<file path="src/tic_defines.vh">
// Constants for the timer interrupt clear block
`ifndef TIC_DEFINES_VH
`define TIC_DEFINES_VH

// Register bus geometry
`define TIC_ADDR_W       12
`define TIC_DATA_W       32
`define TIC_NFLAG        7

// Register byte offsets
`define TIC_OFS_MASK     12'h018
`define TIC_OFS_RAW      12'h01C
`define TIC_OFS_MASKED   12'h020
`define TIC_OFS_CLEAR    12'h024

// Bit positions in the 32-bit register layout
`define TIC_BIT_A_TO     0
`define TIC_BIT_A_CM     1
`define TIC_BIT_A_CE     2
`define TIC_BIT_RTC      3
`define TIC_BIT_B_TO     8
`define TIC_BIT_B_CM     9
`define TIC_BIT_B_CE     10

// Flag indices in the packed internal vector
`define TIC_F_A_TO       0
`define TIC_F_A_CM       1
`define TIC_F_A_CE       2
`define TIC_F_RTC        3
`define TIC_F_B_TO       4
`define TIC_F_B_CM       5
`define TIC_F_B_CE       6

// Reset values
`define TIC_ZERO32       32'h0000_0000
`define TIC_FLAG_RST     7'h00
`define TIC_MASK_RST     7'h00

`endif

</file>
<file path="src/tic_flag_bank.v">
// Sticky interrupt flags with set-over-clear priority
`timescale 1ns/1ps
`include "tic_defines.vh"

module tic_flag_bank #(
	parameter W = `TIC_NFLAG
) (
	input  wire         mclk,
	input  wire         reset_n,
	input  wire [W-1:0] set_in,
	input  wire [W-1:0] clr_in,
	output reg  [W-1:0] flags_r
);

	wire [W-1:0] flags_nxt;

	assign flags_nxt = (flags_r & ~clr_in) | set_in;

	always @(posedge mclk or negedge reset_n) begin
		if (!reset_n) begin
			flags_r <= {W{1'b0}};
		end else begin
			flags_r <= flags_nxt;
		end
	end

endmodule // tic_flag_bank

</file>
<file path="src/tic_rdata_reg.v">
// Read data register, valid only in the cycle after a read
`timescale 1ns/1ps
`include "tic_defines.vh"

module tic_rdata_reg #(
	parameter DW = `TIC_DATA_W
) (
	input  wire          mclk,
	input  wire          reset_n,
	input  wire          rd_en,
	input  wire [DW-1:0] rd_data_nxt,
	output reg  [DW-1:0] rdata_r
);

	always @(posedge mclk or negedge reset_n) begin
		if (!reset_n) begin
			rdata_r <= {DW{1'b0}};
		end else if (rd_en) begin
			rdata_r <= rd_data_nxt;
		end else begin
			rdata_r <= {DW{1'b0}};
		end
	end

endmodule // tic_rdata_reg

</file>
<file path="src/tic_top.v">
// Timer interrupt status, mask and write-one-to-clear logic
//
// Chosen here: the strobed register port.
`timescale 1ns/1ps
`include "tic_defines.vh"

module tic_top (
	input  wire                   mclk,
	input  wire                   reset_n,
	input  wire [`TIC_ADDR_W-1:0] reg_addr,
	input  wire [`TIC_DATA_W-1:0] reg_wdata,
	input  wire                   reg_wr,
	input  wire                   reg_rd,
	output wire [`TIC_DATA_W-1:0] reg_rdata,
	input  wire                   evt_half_a_timeout,
	input  wire                   evt_half_a_capture_match,
	input  wire                   evt_half_a_capture_event,
	input  wire                   evt_rtc,
	input  wire                   evt_half_b_timeout,
	input  wire                   evt_half_b_capture_match,
	input  wire                   evt_half_b_capture_event,
	output wire                   irq
);

	////////////////////////////////////////////////////////////////////////////
	// Layout helpers

	function [`TIC_DATA_W-1:0] pack_flags;
		input [`TIC_NFLAG-1:0] f;
		begin
			pack_flags                = `TIC_ZERO32;
			pack_flags[`TIC_BIT_A_TO] = f[`TIC_F_A_TO];
			pack_flags[`TIC_BIT_A_CM] = f[`TIC_F_A_CM];
			pack_flags[`TIC_BIT_A_CE] = f[`TIC_F_A_CE];
			pack_flags[`TIC_BIT_RTC]  = f[`TIC_F_RTC];
			pack_flags[`TIC_BIT_B_TO] = f[`TIC_F_B_TO];
			pack_flags[`TIC_BIT_B_CM] = f[`TIC_F_B_CM];
			pack_flags[`TIC_BIT_B_CE] = f[`TIC_F_B_CE];
		end
	endfunction

	// Reserved positions are dropped here
	function [`TIC_NFLAG-1:0] unpack_word;
		input [`TIC_DATA_W-1:0] w;
		begin
			unpack_word              = `TIC_FLAG_RST;
			unpack_word[`TIC_F_A_TO] = w[`TIC_BIT_A_TO];
			unpack_word[`TIC_F_A_CM] = w[`TIC_BIT_A_CM];
			unpack_word[`TIC_F_A_CE] = w[`TIC_BIT_A_CE];
			unpack_word[`TIC_F_RTC]  = w[`TIC_BIT_RTC];
			unpack_word[`TIC_F_B_TO] = w[`TIC_BIT_B_TO];
			unpack_word[`TIC_F_B_CM] = w[`TIC_BIT_B_CM];
			unpack_word[`TIC_F_B_CE] = w[`TIC_BIT_B_CE];
		end
	endfunction

	function addr_hit;
		input [`TIC_ADDR_W-1:0] a;
		input [`TIC_ADDR_W-1:0] ofs;
		begin
			addr_hit = (a == ofs);
		end
	endfunction

	////////////////////////////////////////////////////////////////////////////
	// Declarations

	reg  [`TIC_NFLAG-1:0]  mask_r;
	wire [`TIC_NFLAG-1:0]  raw_flags;
	wire [`TIC_NFLAG-1:0]  masked_flags;
	wire [`TIC_NFLAG-1:0]  evt_vec;
	wire [`TIC_NFLAG-1:0]  clr_vec;
	wire                   wr_clear;
	wire                   wr_mask;
	reg  [`TIC_DATA_W-1:0] rd_mux;

	////////////////////////////////////////////////////////////////////////////
	// Event gathering

	assign evt_vec[`TIC_F_A_TO] = evt_half_a_timeout;
	assign evt_vec[`TIC_F_A_CM] = evt_half_a_capture_match;
	assign evt_vec[`TIC_F_A_CE] = evt_half_a_capture_event;
	assign evt_vec[`TIC_F_RTC]  = evt_rtc;
	assign evt_vec[`TIC_F_B_TO] = evt_half_b_timeout;
	assign evt_vec[`TIC_F_B_CM] = evt_half_b_capture_match;
	assign evt_vec[`TIC_F_B_CE] = evt_half_b_capture_event;

	////////////////////////////////////////////////////////////////////////////
	// Write decode

	assign wr_clear = reg_wr & addr_hit(reg_addr, `TIC_OFS_CLEAR);
	assign wr_mask  = reg_wr & addr_hit(reg_addr, `TIC_OFS_MASK);

	assign clr_vec = wr_clear ? unpack_word(reg_wdata) : `TIC_FLAG_RST;

	always @(posedge mclk or negedge reset_n) begin
		if (!reset_n) begin
			mask_r <= `TIC_MASK_RST;
		end else if (wr_mask) begin
			mask_r <= unpack_word(reg_wdata);
		end
	end

	////////////////////////////////////////////////////////////////////////////
	// Flags and interrupt

	tic_flag_bank #(
		.W       (`TIC_NFLAG)
	) u_flags (
		.mclk    (mclk),
		.reset_n (reset_n),
		.set_in  (evt_vec),
		.clr_in  (clr_vec),
		.flags_r (raw_flags)
	);

	assign masked_flags = raw_flags & mask_r;
	assign irq          = |masked_flags;

	////////////////////////////////////////////////////////////////////////////
	// Read path

	always @* begin
		rd_mux = `TIC_ZERO32;
		case (reg_addr)
			`TIC_OFS_MASK:   rd_mux = pack_flags(mask_r);
			`TIC_OFS_RAW:    rd_mux = pack_flags(raw_flags);
			`TIC_OFS_MASKED: rd_mux = pack_flags(masked_flags);
			`TIC_OFS_CLEAR:  rd_mux = `TIC_ZERO32;
			default:         rd_mux = `TIC_ZERO32;
		endcase
	end

	tic_rdata_reg #(
		.DW          (`TIC_DATA_W)
	) u_rdata (
		.mclk        (mclk),
		.reset_n     (reset_n),
		.rd_en       (reg_rd),
		.rd_data_nxt (rd_mux),
		.rdata_r     (reg_rdata)
	);

endmodule // tic_top

</file>
<file path="config.mk">
export PLATFORM = sky130hd
export DESIGN_NAME = tic_top
export DESIGN_NICKNAME = d
export VERILOG_FILES = /design/src/tic_flag_bank.v /design/src/tic_rdata_reg.v /design/src/tic_top.v
export VERILOG_INCLUDE_DIRS = /design/src /design/src/src
export SDC_FILE = /design/constraint.sdc
export NUM_CORES = 1
export LEC_CHECK = 0
export ABC_AREA = 0
export BUFFER_PORTS_ARGS = -buffer_cell sky130_fd_sc_hd__buf_2
export CORE_AREA = 2 2 81 83
export CTS_CLUSTER_DIAMETER = 150
export DETAILED_ROUTE_END_ITERATION = 6
export DIE_AREA = 0 0 83 85
export PLACE_DENSITY_LB_ADDON = 0.3
export SLEW_MARGIN = 20
export SYNTH_ARGS = -nofsm -noshare
export SYNTH_HDL_FRONTEND = slang
export SYNTH_HIERARCHICAL = 1
export SYNTH_SLANG_ARGS = --single-unit
</file>
<file path="constraint.sdc">
create_clock -name mclk -period 2.8 [get_ports mclk]
set_input_delay 0.28 -clock mclk [delete_from_list [all_inputs] [get_ports mclk]]
set_output_delay 0.28 -clock mclk [all_outputs]
set_load 0.01 [all_outputs]
</file>
-- After elaboration in Yosys (flattened, before gate mapping)
Index checks and enable logic that the tools add are counted.
- flip-flop bits (word level): 46
- output and inout bits: 33
- logic and storage cells: 17
- input bits: 55
- reductions and logical operators: 1
- mux-type cells: 3
- eq/ne operators: 4
- bitwise operators: 6
- operators with widths (operator ; count):
    $pmux 11 s3 ; 1
    $eq 12x5->1 const B ; 2
    $eq 12x6->1 const B ; 2
    $and 7x7->7 ; 2
    $mux 11 ; 1
    $mux 7 ; 1
    $not 7->7 ; 1
    $or 7x7->7 ; 1
    $reduce_or 7->1 ; 1
    $and 1x1->1 ; 2

-- Logic depth before layout (Yosys ltp)
Gate-level depths: netlist of run 1.
- word-level depth: 6
- gate-level depth with buffers: 5
- mapped depth without buffers: 5

-- Modules after synthesis
The synthesis of run 1 kept the hierarchy.
- by module, submodules not included (module ; area an instance (sq um) ; times used ; cells each ; sequential area each (sq um)):
    tic_rdata_reg ; 1056.0 ; 1 ; 67 ; 800.8
    tic_top ; 618.1 ; 1 ; 66 ; 175.2
    tic_flag_bank ; 254.0 ; 1 ; 21 ; 175.2

-- Worst setup path after synthesis of run 1
Ideal clock, no wire load.
- path kind: input to register
- start: input port reg_addr[3]
- end: register u_rdata.rdata_r[10]
- data arrival time: 1318 ps
- cell stages on the path: 5
- library setup time: 64 ps
- setup slack: 1418 ps
- cells stage by stage: or4b_1 > buf_2 > o22a_1 > nor2_1 > and2_2
- word-level cells in the longest chain between the ends: 3
- RTL lines (element ; line ; text):
    from (decl) ; tic_top.v:10 ; input wire [`TIC_ADDR_W-1:0] reg_addr,
    $eq 12x6->1 or $eq 12x5->1 (tied branches) ; -- ;
    $pmux 11 s3 (*) ; tic_top.v:125 ; case (reg_addr)
    net rd_mux[10] ; tic_top.v:75 ; reg [`TIC_DATA_W-1:0] rd_mux;
    $mux 11 (*) ; tic_rdata_reg.v:18 ; end else if (rd_en) begin
    to (signal assigned) ; tic_rdata_reg.v:17 ; rdata_r <= {DW{1'b0}};
    to (signal assigned) ; tic_rdata_reg.v:19 ; rdata_r <= rd_data_nxt;
    to (signal assigned) ; tic_rdata_reg.v:21 ; rdata_r <= {DW{1'b0}};
    to (decl) ; tic_rdata_reg.v:12 ; output reg [DW-1:0] rdata_r
The timed path passes the listed nets; every way through them passes the cells marked *.
A chain may end at the register's enable or synchronous reset.

-- Worst setup path after layout of run 1
- start: register u_flags.flags_r[0]
- end: output port irq
- word-level cells in the longest chain between the ends: 2
- RTL lines (element ; line ; text):
    from (decl) ; tic_flag_bank.v:12 ; output reg [W-1:0] flags_r
    from (signal assigned) ; tic_flag_bank.v:21 ; flags_r <= {W{1'b0}};
    from (signal assigned) ; tic_flag_bank.v:23 ; flags_r <= flags_nxt;
    $and 7x7->7 ; tic_top.v:117 ; assign masked_flags = raw_flags & mask_r;
    $reduce_or 7->1 ; tic_top.v:118 ; assign irq = |masked_flags;
    to (decl) ; tic_top.v:22 ; output wire irq
Every way passes these cells.

==> run metrics, run 1 <==
final net count=297; core region area=6205 µm²; sequential area share after synthesis=0.5970; Setup TNS=0 ns; most common cell after layout, fill and taps aside=buf_2; fillers=632; internal power=922.4 µW; pin count of the biggest net entering global routing=47; measured slew at the worst slew-check pin=0.5777 ns; max_slew headroom=0.6148; Clock power frac=0.328; Residual DRC=0; DRT Pass-1 Iters=4; synthesized area=1928 µm²; setup repair after global routing missed its margin=no; Max H-tree Level=2; vias in the first global route=1,350; Iter 0 DRT Violations=38; Setup crit start kind=register; die width=a little over 80 µm; NetSw=260.8 µW; GPL Wtd Cong=0.6894; clock tree buffer depth=2; Hold Path Class=in -> async; delay-heaviest family, CP=flip-flops; Post-CTS Resized=0; CTS tree=built; area grow syn2layout=28.88%; failing checks=hold timing; initial antenna violation count=0; CP arrival=1.26 ns; hold_ws=-0.004013 ns; largest stage delay on the critical path=roughly 0.42 ns; Max FO, Critical Path=4; vias per cell=between 4 and 5; leakage power total=0.001263 µW; Inst Count DP=~310; Ports=88; CP cell instances=nand2_1 -> and4_1 -> nand4_1 -> buf_2; worst skew pair latency=0.29 ns; setup bufs post-CTS=0; status=finished with violations; first-pass GRT wire length=between 6000 and 7000 µm; port bufs=62; die area=7055 µm²; crit share post-route=0.5500; Finished Layout Cells=roughly 320; Site Rows=29; total CTS buffers=5; layout cells sized above 1=0.4689; most frequent cells in the layout=buf_2 (61), dfrtp_1 (46), and2_2 (32); Reg power frac=0.580; Final min period=1.540 ns; Synth Warn #=6; Max Freq=0.6493 GHz; Post-Route WL=between 3000 and 4000 µm; hold_buf cts=0; GRT Overall Usage=0.1138; Gate Count Post-Synth=154; Fin. Hold Viols=23; setup violators final=0; number of synthesized register bits=46; crit path kind=reg -> out; mean post-synth cell area=12.52 µm²; Initial Utilization=0.3107; vias=around 1.3k; CP bufs+invs=1; DRT antenna net count=0; Crit-path slowest cell=dfrtp_1; Sw Ratio=0.2204; DIE HEIGHT=85 µm; pwr/cell area=476.2 nW/µm²; Worst VDD drop=0.0002560 V; CTS clk-pin slew, worst paths=0.08 ns; Combinational Power Share=0.092; Root Driver=clkbuf_8; CP Capture Type=primary output; CP required=2.52 ns; clock tree sinks=46; number of max-cap violations=0; number of library cell types mapped by synthesis=25; final slew viol count=0; WL/cell=11.86 µm; Antenna diodes=0; detailed placement HPWL=2667 µm; GR Overflow Total=0; Setup Skew=between 0.004 and 0.005 ns
==> cell usage after synthesis <==
library cell / number / share of area
and4_1: 2 / 0.0091
o21ai_0: 1 / 0.0026
nand4_2: 1 / 0.0065
and2_2: 32 / 0.12
clkbuf_2: 3 / 0.0078
nand3b_1: 1 / 0.0039
conb_1: 1 / 0.0019
buf_2: 2 / 0.0052
inv_1: 7 / 0.014
mux2_2: 7 / 0.041
nor2b_1: 2 / 0.0065
nand3_1: 1 / 0.0026
nor2_1: 6 / 0.012
nor4_2: 2 / 0.013
a21oi_1: 1 / 0.0026
and3b_2: 1 / 0.0052
or4b_1: 1 / 0.0052
mux2i_1: 6 / 0.031
and4bb_2: 2 / 0.013
nand4_1: 1 / 0.0032
dfrtp_1: 46 / 0.60
and2_1: 7 / 0.023
a21o_1: 7 / 0.027
nand2_1: 8 / 0.016
o22a_1: 6 / 0.027
==> final timing paths <==
| path | slack (ns) | end | start | cells past startpoint |
|---|---|---|---|---|
| max in group asynchronous | 2.42 | u_flags/flags_r[5]$_DFF_PN0_ | reset_n | 1 |
| min in group mclk | 0.17 | u_flags/flags_r[2]$_DFF_PN0_ | evt_half_a_capture_event | 2 |
| worst min-delay path | -0.004 | u_rdata/rdata_r[24]$_DFF_PN0_ | reset_n | 1 |
| worst max register to register | 1.61 | u_rdata/rdata_r[0]$_DFF_PN0_ | u_flags/flags_r[0]$_DFF_PN0_ | 4 |
| worst min register to register | 0.52 | u_flags/flags_r[2]$_DFF_PN0_ | u_flags/flags_r[2]$_DFF_PN0_ | 1 |
| worst max-delay path | 1.26 | irq | u_flags/flags_r[0]$_DFF_PN0_ | 4 |
==> state kept, by name (all words and copies together), names as in the netlist <==
| signal | flops |
|---|---|
| mask_r | 7 |
| u_rdata/rdata_r | 32 |
| u_flags/flags_r | 7 |
==> cells by family (layout without fill, tap and decap cells) <==
| kind of cell | count (synthesis) | in the layout | share of synthesized area |
|---|---|---|---|
| compound gates | 15 | 15 | 0.05970 |
| buf+inv | 12 | 75 | 0.02661 |
| flops | 46 | 46 | 0.5970 |
| mux | 13 | 13 | 0.07203 |
| other cells | 1 | 25 | 0.001945 |
| simple gates | 67 | 67 | 0.2427 |
==> per-stage QoR <==
stage                     area (µm²)    util  setup slack (ns)  total power [µW]
after global routing            2485  0.4005             1.164              1248
after CTS                       2482  0.4001             1.251              1208
final                           2485  0.4005             1.260              1183
after global placement          2400  0.3868             1.064             807.9
after detailed placement        2400  0.3868             1.072             808.7
after floorplan                 2018       -             1.418             750.3
==> layout make-up <==
cell class	instances	area, µm²	share of cell area
tap	77	96.34	0.03877
timing repair buffer	62	312.8	0.1259
sequential	46	1151	0.4632
multi-input combinational	120	815.8	0.3283
inverter	7	26.28	0.01057
clock buffer	6	82.58	0.03323
==> power groups by stage <==
stage / Clock [µW] / Sequential, µW / Combinational [µW]
after detailed placement: 0 / 699 / 109
after global placement: 0 / 699 / 109
final: 389 / 686 / 108
after global routing: 437 / 688 / 123
after floorplan: 0 / 711 / 39.3
after CTS: 412 / 686 / 110
==> per-layer routing <==
layer / part of all wire / routed length (µm) / track usage / vias to the layer above
li1: - / - / - / 660
met1: 0.46 / 1736 / 0.1436 / 627
met2: 0.44 / 1671 / 0.1774 / 48
met3: 0.085 / 321 / 0.05253 / 5
met4: 0.011 / 42 / 0.03130 / 0
met5: 0 / 0 / 0 / -
Power figures use the tool's default switching activity.
==> inputs of run 2 (changes only) <==
Clock period 2.8 ns to 1.27 ns, I/O delays scaled along.
==> run 2 against run 1 <==
  * The flow finishes with violations (setup timing)
  * Wire length is 6.3% higher
  * Design area up 8.6%
  * Worst hold slack better by 0.016 ns
  * Critical path type unchanged
  * Critical endpoint unchanged
  * Clock skew rose by 0.0036 ns
  * Non-clock buffer count is 20 higher
==> run metrics, run 2 (same netlist as run 1, synthesis figures left out) <==
core region area=6205 µm²; vias=about 1.4k; clock tree sinks=46; Max FO, Critical Path=2; WL/cell=11.79 µm; DIE HEIGHT=85 µm; worst skew pair latency=0.29 ns; CTS clk-pin slew, worst paths=approximately 0.080 ns; failing checks=setup timing; Ports=88; reg2reg end=u_rdata/rdata_r[2]$_DFF_PN0_; Root Driver=clkbuf_8; first-pass GRT wire length=7169 µm; clock tree buffer depth=2; total CTS buffers=5; Inst Count DP=321; Largest register FFs=32; die width=83 µm; Sw Ratio=0.2180; Worst VDD drop=0.0006341 V; Initial Utilization=0.3107; total power=2848 µW; Worst Reg-to-Reg Cells=6; crit share post-route=1.061; WHS Endpoint=u_flags/flags_r[5]$_DFF_PN0_; final net count=approximately 320; final setup margin=-0.07803 ns; Reg power frac=0.531; footprint of the multi-input gates=830.8 µm²; Hold Crit Start=evt_half_b_capture_match; most frequent cells in the layout=buf_2 (62), dfrtp_1 (46), and2_2 (31); initial antenna violation count=0; Util after Layout=0.4348; Antenna diodes=0; DRT Pass-1 Iters=4; Final min period=1.348 ns; pin count of the biggest net entering global routing=47; CP Capture Type=primary output; Residual DRC=0; Fin. Hold Viols=0; port bufs=62; Combinational Power Share=0.095; Site Rows=29; Post-Route WL=approximately 4000 µm; GRT Overall Usage=0.1259; CP required=1.14 ns; register area=1151 µm²; start of the worst register-to-register path=u_flags/flags_r[2]$_DFF_PN0_; leakage power total=0.001370 µW; vias in the first global route=around 1.5k; Setup crit start kind=register; number of max-cap violations=0; Finished Layout Cells=340; Max H-tree Level=2; status=finished with violations; detailed placement HPWL=2801 µm; internal power=between 2000 and 2500 µW; final slew viol count=0; largest reg by FF count=u_rdata/rdata_r; CP arrival=1.22 ns; DRT antenna net count=0; setup violators final=1; CTS tree=built; most common cell after layout, fill and taps aside=buf_2; vias per cell=4.197; Max Freq=~0.74 GHz; pre-CTS setup slack=-0.2413 ns; Clock power frac=0.374; GR Overflow Total=0; area grow syn2layout=39.91%; layout cells sized above 1=0.5095; setup repair after global routing missed its margin=yes; die area=between 7000 and 8000 µm²; fillers=612; Setup Skew=0.008528 ns; Iter 0 DRT Violations=35; NetSw=roughly 620 µW; WHS Path Cells=2; biggest regs=u_rdata/rdata_r (32), mask_r (7), u_flags/flags_r (7); crit path kind=reg -> out; pwr/cell area=1056 nW/µm²; R2R Setup Slk=0.02 ns; Hold Path Class=in -> reg; GPL Wtd Cong=0.7091
## run 2: cell count changes in the layout (fill, tap and decap cells not counted), sizes merged
| cell | previous run | this run |
|---|---|---|
| bufinv | 0 | 1 |
| clkbuf | 6 | 7 |
| buf | 62 | 78 |
| dlygate4sd3 | 0 | 4 |
## run 2: worst max-delay path, stage by stage, from the launching register on
cell and delay [ns]:
dfrtp_1 0.40, nand2_2 0.07, and4_1 0.19, nand4_1 0.11, buf_2 0.16
## run 2: how the worst max path moves through the flow
| stage | startpoint | to | cells past startpoint |
|---|---|---|---|
| final | u_flags/flags_r[2]$_DFF_PN0_ | irq | 4 |
| after detailed placement | reg_addr[11] | u_flags/flags_r[5]$_DFF_PN0_ | 6 |
| after global placement | reg_addr[11] | u_flags/flags_r[5]$_DFF_PN0_ | 6 |
| after floorplan | reg_addr[3] | u_rdata/rdata_r[10]$_DFF_PN0_ | 5 |
| after CTS | u_flags/flags_r[0]$_DFF_PN0_ | irq | 4 |
| after global routing | u_flags/flags_r[2]$_DFF_PN0_ | irq | 4 |
## run 2: what timing repair did
item,CTS,global route
setup endpoints to repair,1,9
pin swaps,1,7
gates cloned,0,0
buffers inserted,4,3
hold endpoints to repair,49,0
resized for setup,2,6
hold buffers,4,0
## run 2: layout make-up
type / count / share of cell area
Clock buffer: 7 / 0.02829
Clock inverter: 1 / 0.01113
Inverter: 7 / 0.009740
Multi-Input combinational cell: 120 / 0.3080
Sequential cell: 46 / 0.4267
Tap cell: 77 / 0.03571
Timing Repair Buffer: 82 / 0.1804
## run 2: power by group through the flow
stage	Clock [µW]	Sequential [µW]	Combinational, µW
floorplan	0	1570	86.6
global route	1150	1520	307
detailed placement	0	1540	263
CTS	1110	1510	273
global placement	0	1540	261
finish	1060	1510	270
## run 2: layer usage
layer,part of all wire,vias to the layer above,global-route usage
li1,-,700,-
met1,0.45,672,0.1593
met2,0.45,50,0.1979
met3,0.093,5,0.05447
met4,0.013,0,0.03577
met5,0,-,0
## run 2: through the flow
stage / setup TNS [ns] / area, µm² / hold slack [ns]
final: -0.07803 / 2698 / 0.01220
after CTS: -0.08774 / 2659 / 0.001755
after detailed placement: -3.862 / 2480 / 0.1285
after global routing: -0.2482 / 2698 / 0.007189
after global placement: -3.608 / 2480 / 0.1279
after floorplan: 0 / 2018 / -0.1686
==> inputs of run 3 (changes only) <==
Settings changed: SKIP_CTS_REPAIR_TIMING from default to 1.
==> run 3 against run 2 <==
  * The flow still finishes with violations (setup timing)
  * Non-clock buffer count fell by 2
  * Utilization fell by 0.48 points
  * Clock power about the same
  * Combinational power about the same
  * Critical path type unchanged
==> run metrics, run 3 (same netlist as run 1, synthesis figures left out) <==
Util after Layout=0.4299; GPL Wtd Cong=0.7091; final net count=315; Clock power frac=0.374; Combinational Power Share=0.094; final slew viol count=0; WHS Endpoint=u_flags/flags_r[0]$_DFF_PN0_; CP cell instances=nand2_2 -> and4_1 -> nand4_1 -> buf_2; number of max-cap violations=0; final setup margin=-0.07656 ns; Setup Skew=0.009977 ns; CTS clk-pin slew, worst paths=0.08 ns; layout cells sized above 1=0.5019; CP bufs+invs=1; core region area=6205 µm²; setup violators final=1; crit path kind=reg -> out; DIE HEIGHT=85 µm; Inst Count DP=321; clock tree buffer depth=2; reg2reg end=u_rdata/rdata_r[2]$_DFF_PN0_; biggest regs=u_rdata/rdata_r (32), mask_r (7), u_flags/flags_r (7); Levels on crit path=4; wire length on met1=between 1500 and 2000 µm; Iter 0 DRT Violations=35; Residual DRC=0; die area=7055 µm²; total CTS buffers=5; met2 wire length=1780 µm; CP Capture Type=primary output; initial antenna violation count=0; pre-CTS setup slack=-0.2413 ns; Sw Ratio=0.2171; Finished Layout Cells=338; Fin. Hold Viols=0; GRT Overall Usage=0.1234; DRT antenna net count=0; delay-heaviest family, CP=flip-flops; Hold Crit Start=evt_half_a_timeout; Max FO, Critical Path=2; Worst Reg-to-Reg Cells=5; Root Driver=clkbuf_8; leakage power total=~0.0014 µW; Post-Route WL=3990 µm; port bufs=62; clock tree sinks=46; largest stage delay on the critical path=0.41 ns; Max Freq=0.7426 GHz; CP arrival=1.22 ns; crit share post-route=1.060; GR Overflow Total=0; Top Metal Used=met4; WL met3=357 µm; start of the worst register-to-register path=u_flags/flags_r[2]$_DFF_PN0_; Antenna diodes=0; Initial Utilization=0.3107; Setup TNS=-0.07656 ns; most frequent cells in the layout=buf_2 (62), dfrtp_1 (46), and2_2 (32); WL/cell=11.80 µm; pwr/cell area=1066 nW/µm²; Ports=88; CP required=1.14 ns; detailed placement HPWL=2801 µm; Max H-tree Level=2; Crit-path slowest cell=dfrtp_1; first-pass GRT wire length=7038 µm; area grow syn2layout=38.35%; status=finished with violations; largest reg by FF count=u_rdata/rdata_r; most common cell after layout, fill and taps aside=buf_2; vias=1,408; pin count of the biggest net entering global routing=47; NetSw=just over 600 µW; CTS tree=built; WHS Path Cells=2; Setup crit start kind=register; vias in the first global route=1,472; failing checks=setup timing; Largest register FFs=32; DRT Pass-1 Iters=4; vias per cell=around 4.2; Site Rows=29; R2R Setup Slk=0.11 ns; die width=83 µm; Final min period=approximately 1.3 ns; internal power=between 2000 and 2500 µW; Reg power frac=0.532; Hold Path Class=in -> reg; setup repair after global routing missed its margin=yes; Worst VDD drop=0.0006341 V; worst skew pair latency=0.29 ns
==> run 3: worst register-to-register path, stage by stage (launching register included) <==
cell and delay [ns]:
dfrtp_1 0.41, buf_4 0.15, mux2i_1 0.13, o22a_1 0.15, nor2_1 0.04, and2_2 0.18
==> run 3: metal layers <==
| metal | global-route usage | up-vias |
|---|---|---|
| met1 | 0.1581 | 660 |
| met4 | 0.03577 | 0 |
| li1 | - | 697 |
| met2 | 0.1913 | 46 |
| met3 | 0.05350 | 5 |
| met5 | 0 | - |
==> run 3: layout make-up <==
type	count	area, µm²
Multi-Input combinational cell	120	822.0
Clock buffer	7	76.32
Fill cell	613	3537
Clock inverter	1	30.03
Inverter	7	26.28
Timing Repair Buffer	80	465.4
Tap cell	77	96.34
Sequential cell	46	1151
==> run 3: worst max-delay path by stage <==
stage,slack [ns],start,end
3_5_place_dp,-0.24,reg_addr[11],u_flags/flags_r[5]$_DFF_PN0_
6_report,-0.08,u_flags/flags_r[2]$_DFF_PN0_,irq
4_1_cts,-0.14,u_flags/flags_r[0]$_DFF_PN0_,irq
3_3_place_gp,-0.23,reg_addr[11],u_flags/flags_r[5]$_DFF_PN0_
2_1_floorplan,0.04,reg_addr[3],u_rdata/rdata_r[10]$_DFF_PN0_
5_1_grt,-0.16,u_flags/flags_r[2]$_DFF_PN0_,irq
==> run 3: per-stage QoR <==
stage               hold slack, ns  total power, µW  instance area, µm²
finish                     0.01367             2843                2668
global route              0.007189             2974                2668
CTS                        -0.2001             2890                2586
detailed placement          0.1285             1805                2480
global placement            0.1279             1802                2480
floorplan                  -0.1686             1654                2018
==> run 3: power groups by stage <==
stage	logic, µW	registers, µW	clock network (µW)
floorplan	86.6	1570	0
finish	267	1510	1060
global route	303	1520	1150
CTS	263	1510	1110
detailed placement	263	1540	0
global placement	261	1540	0
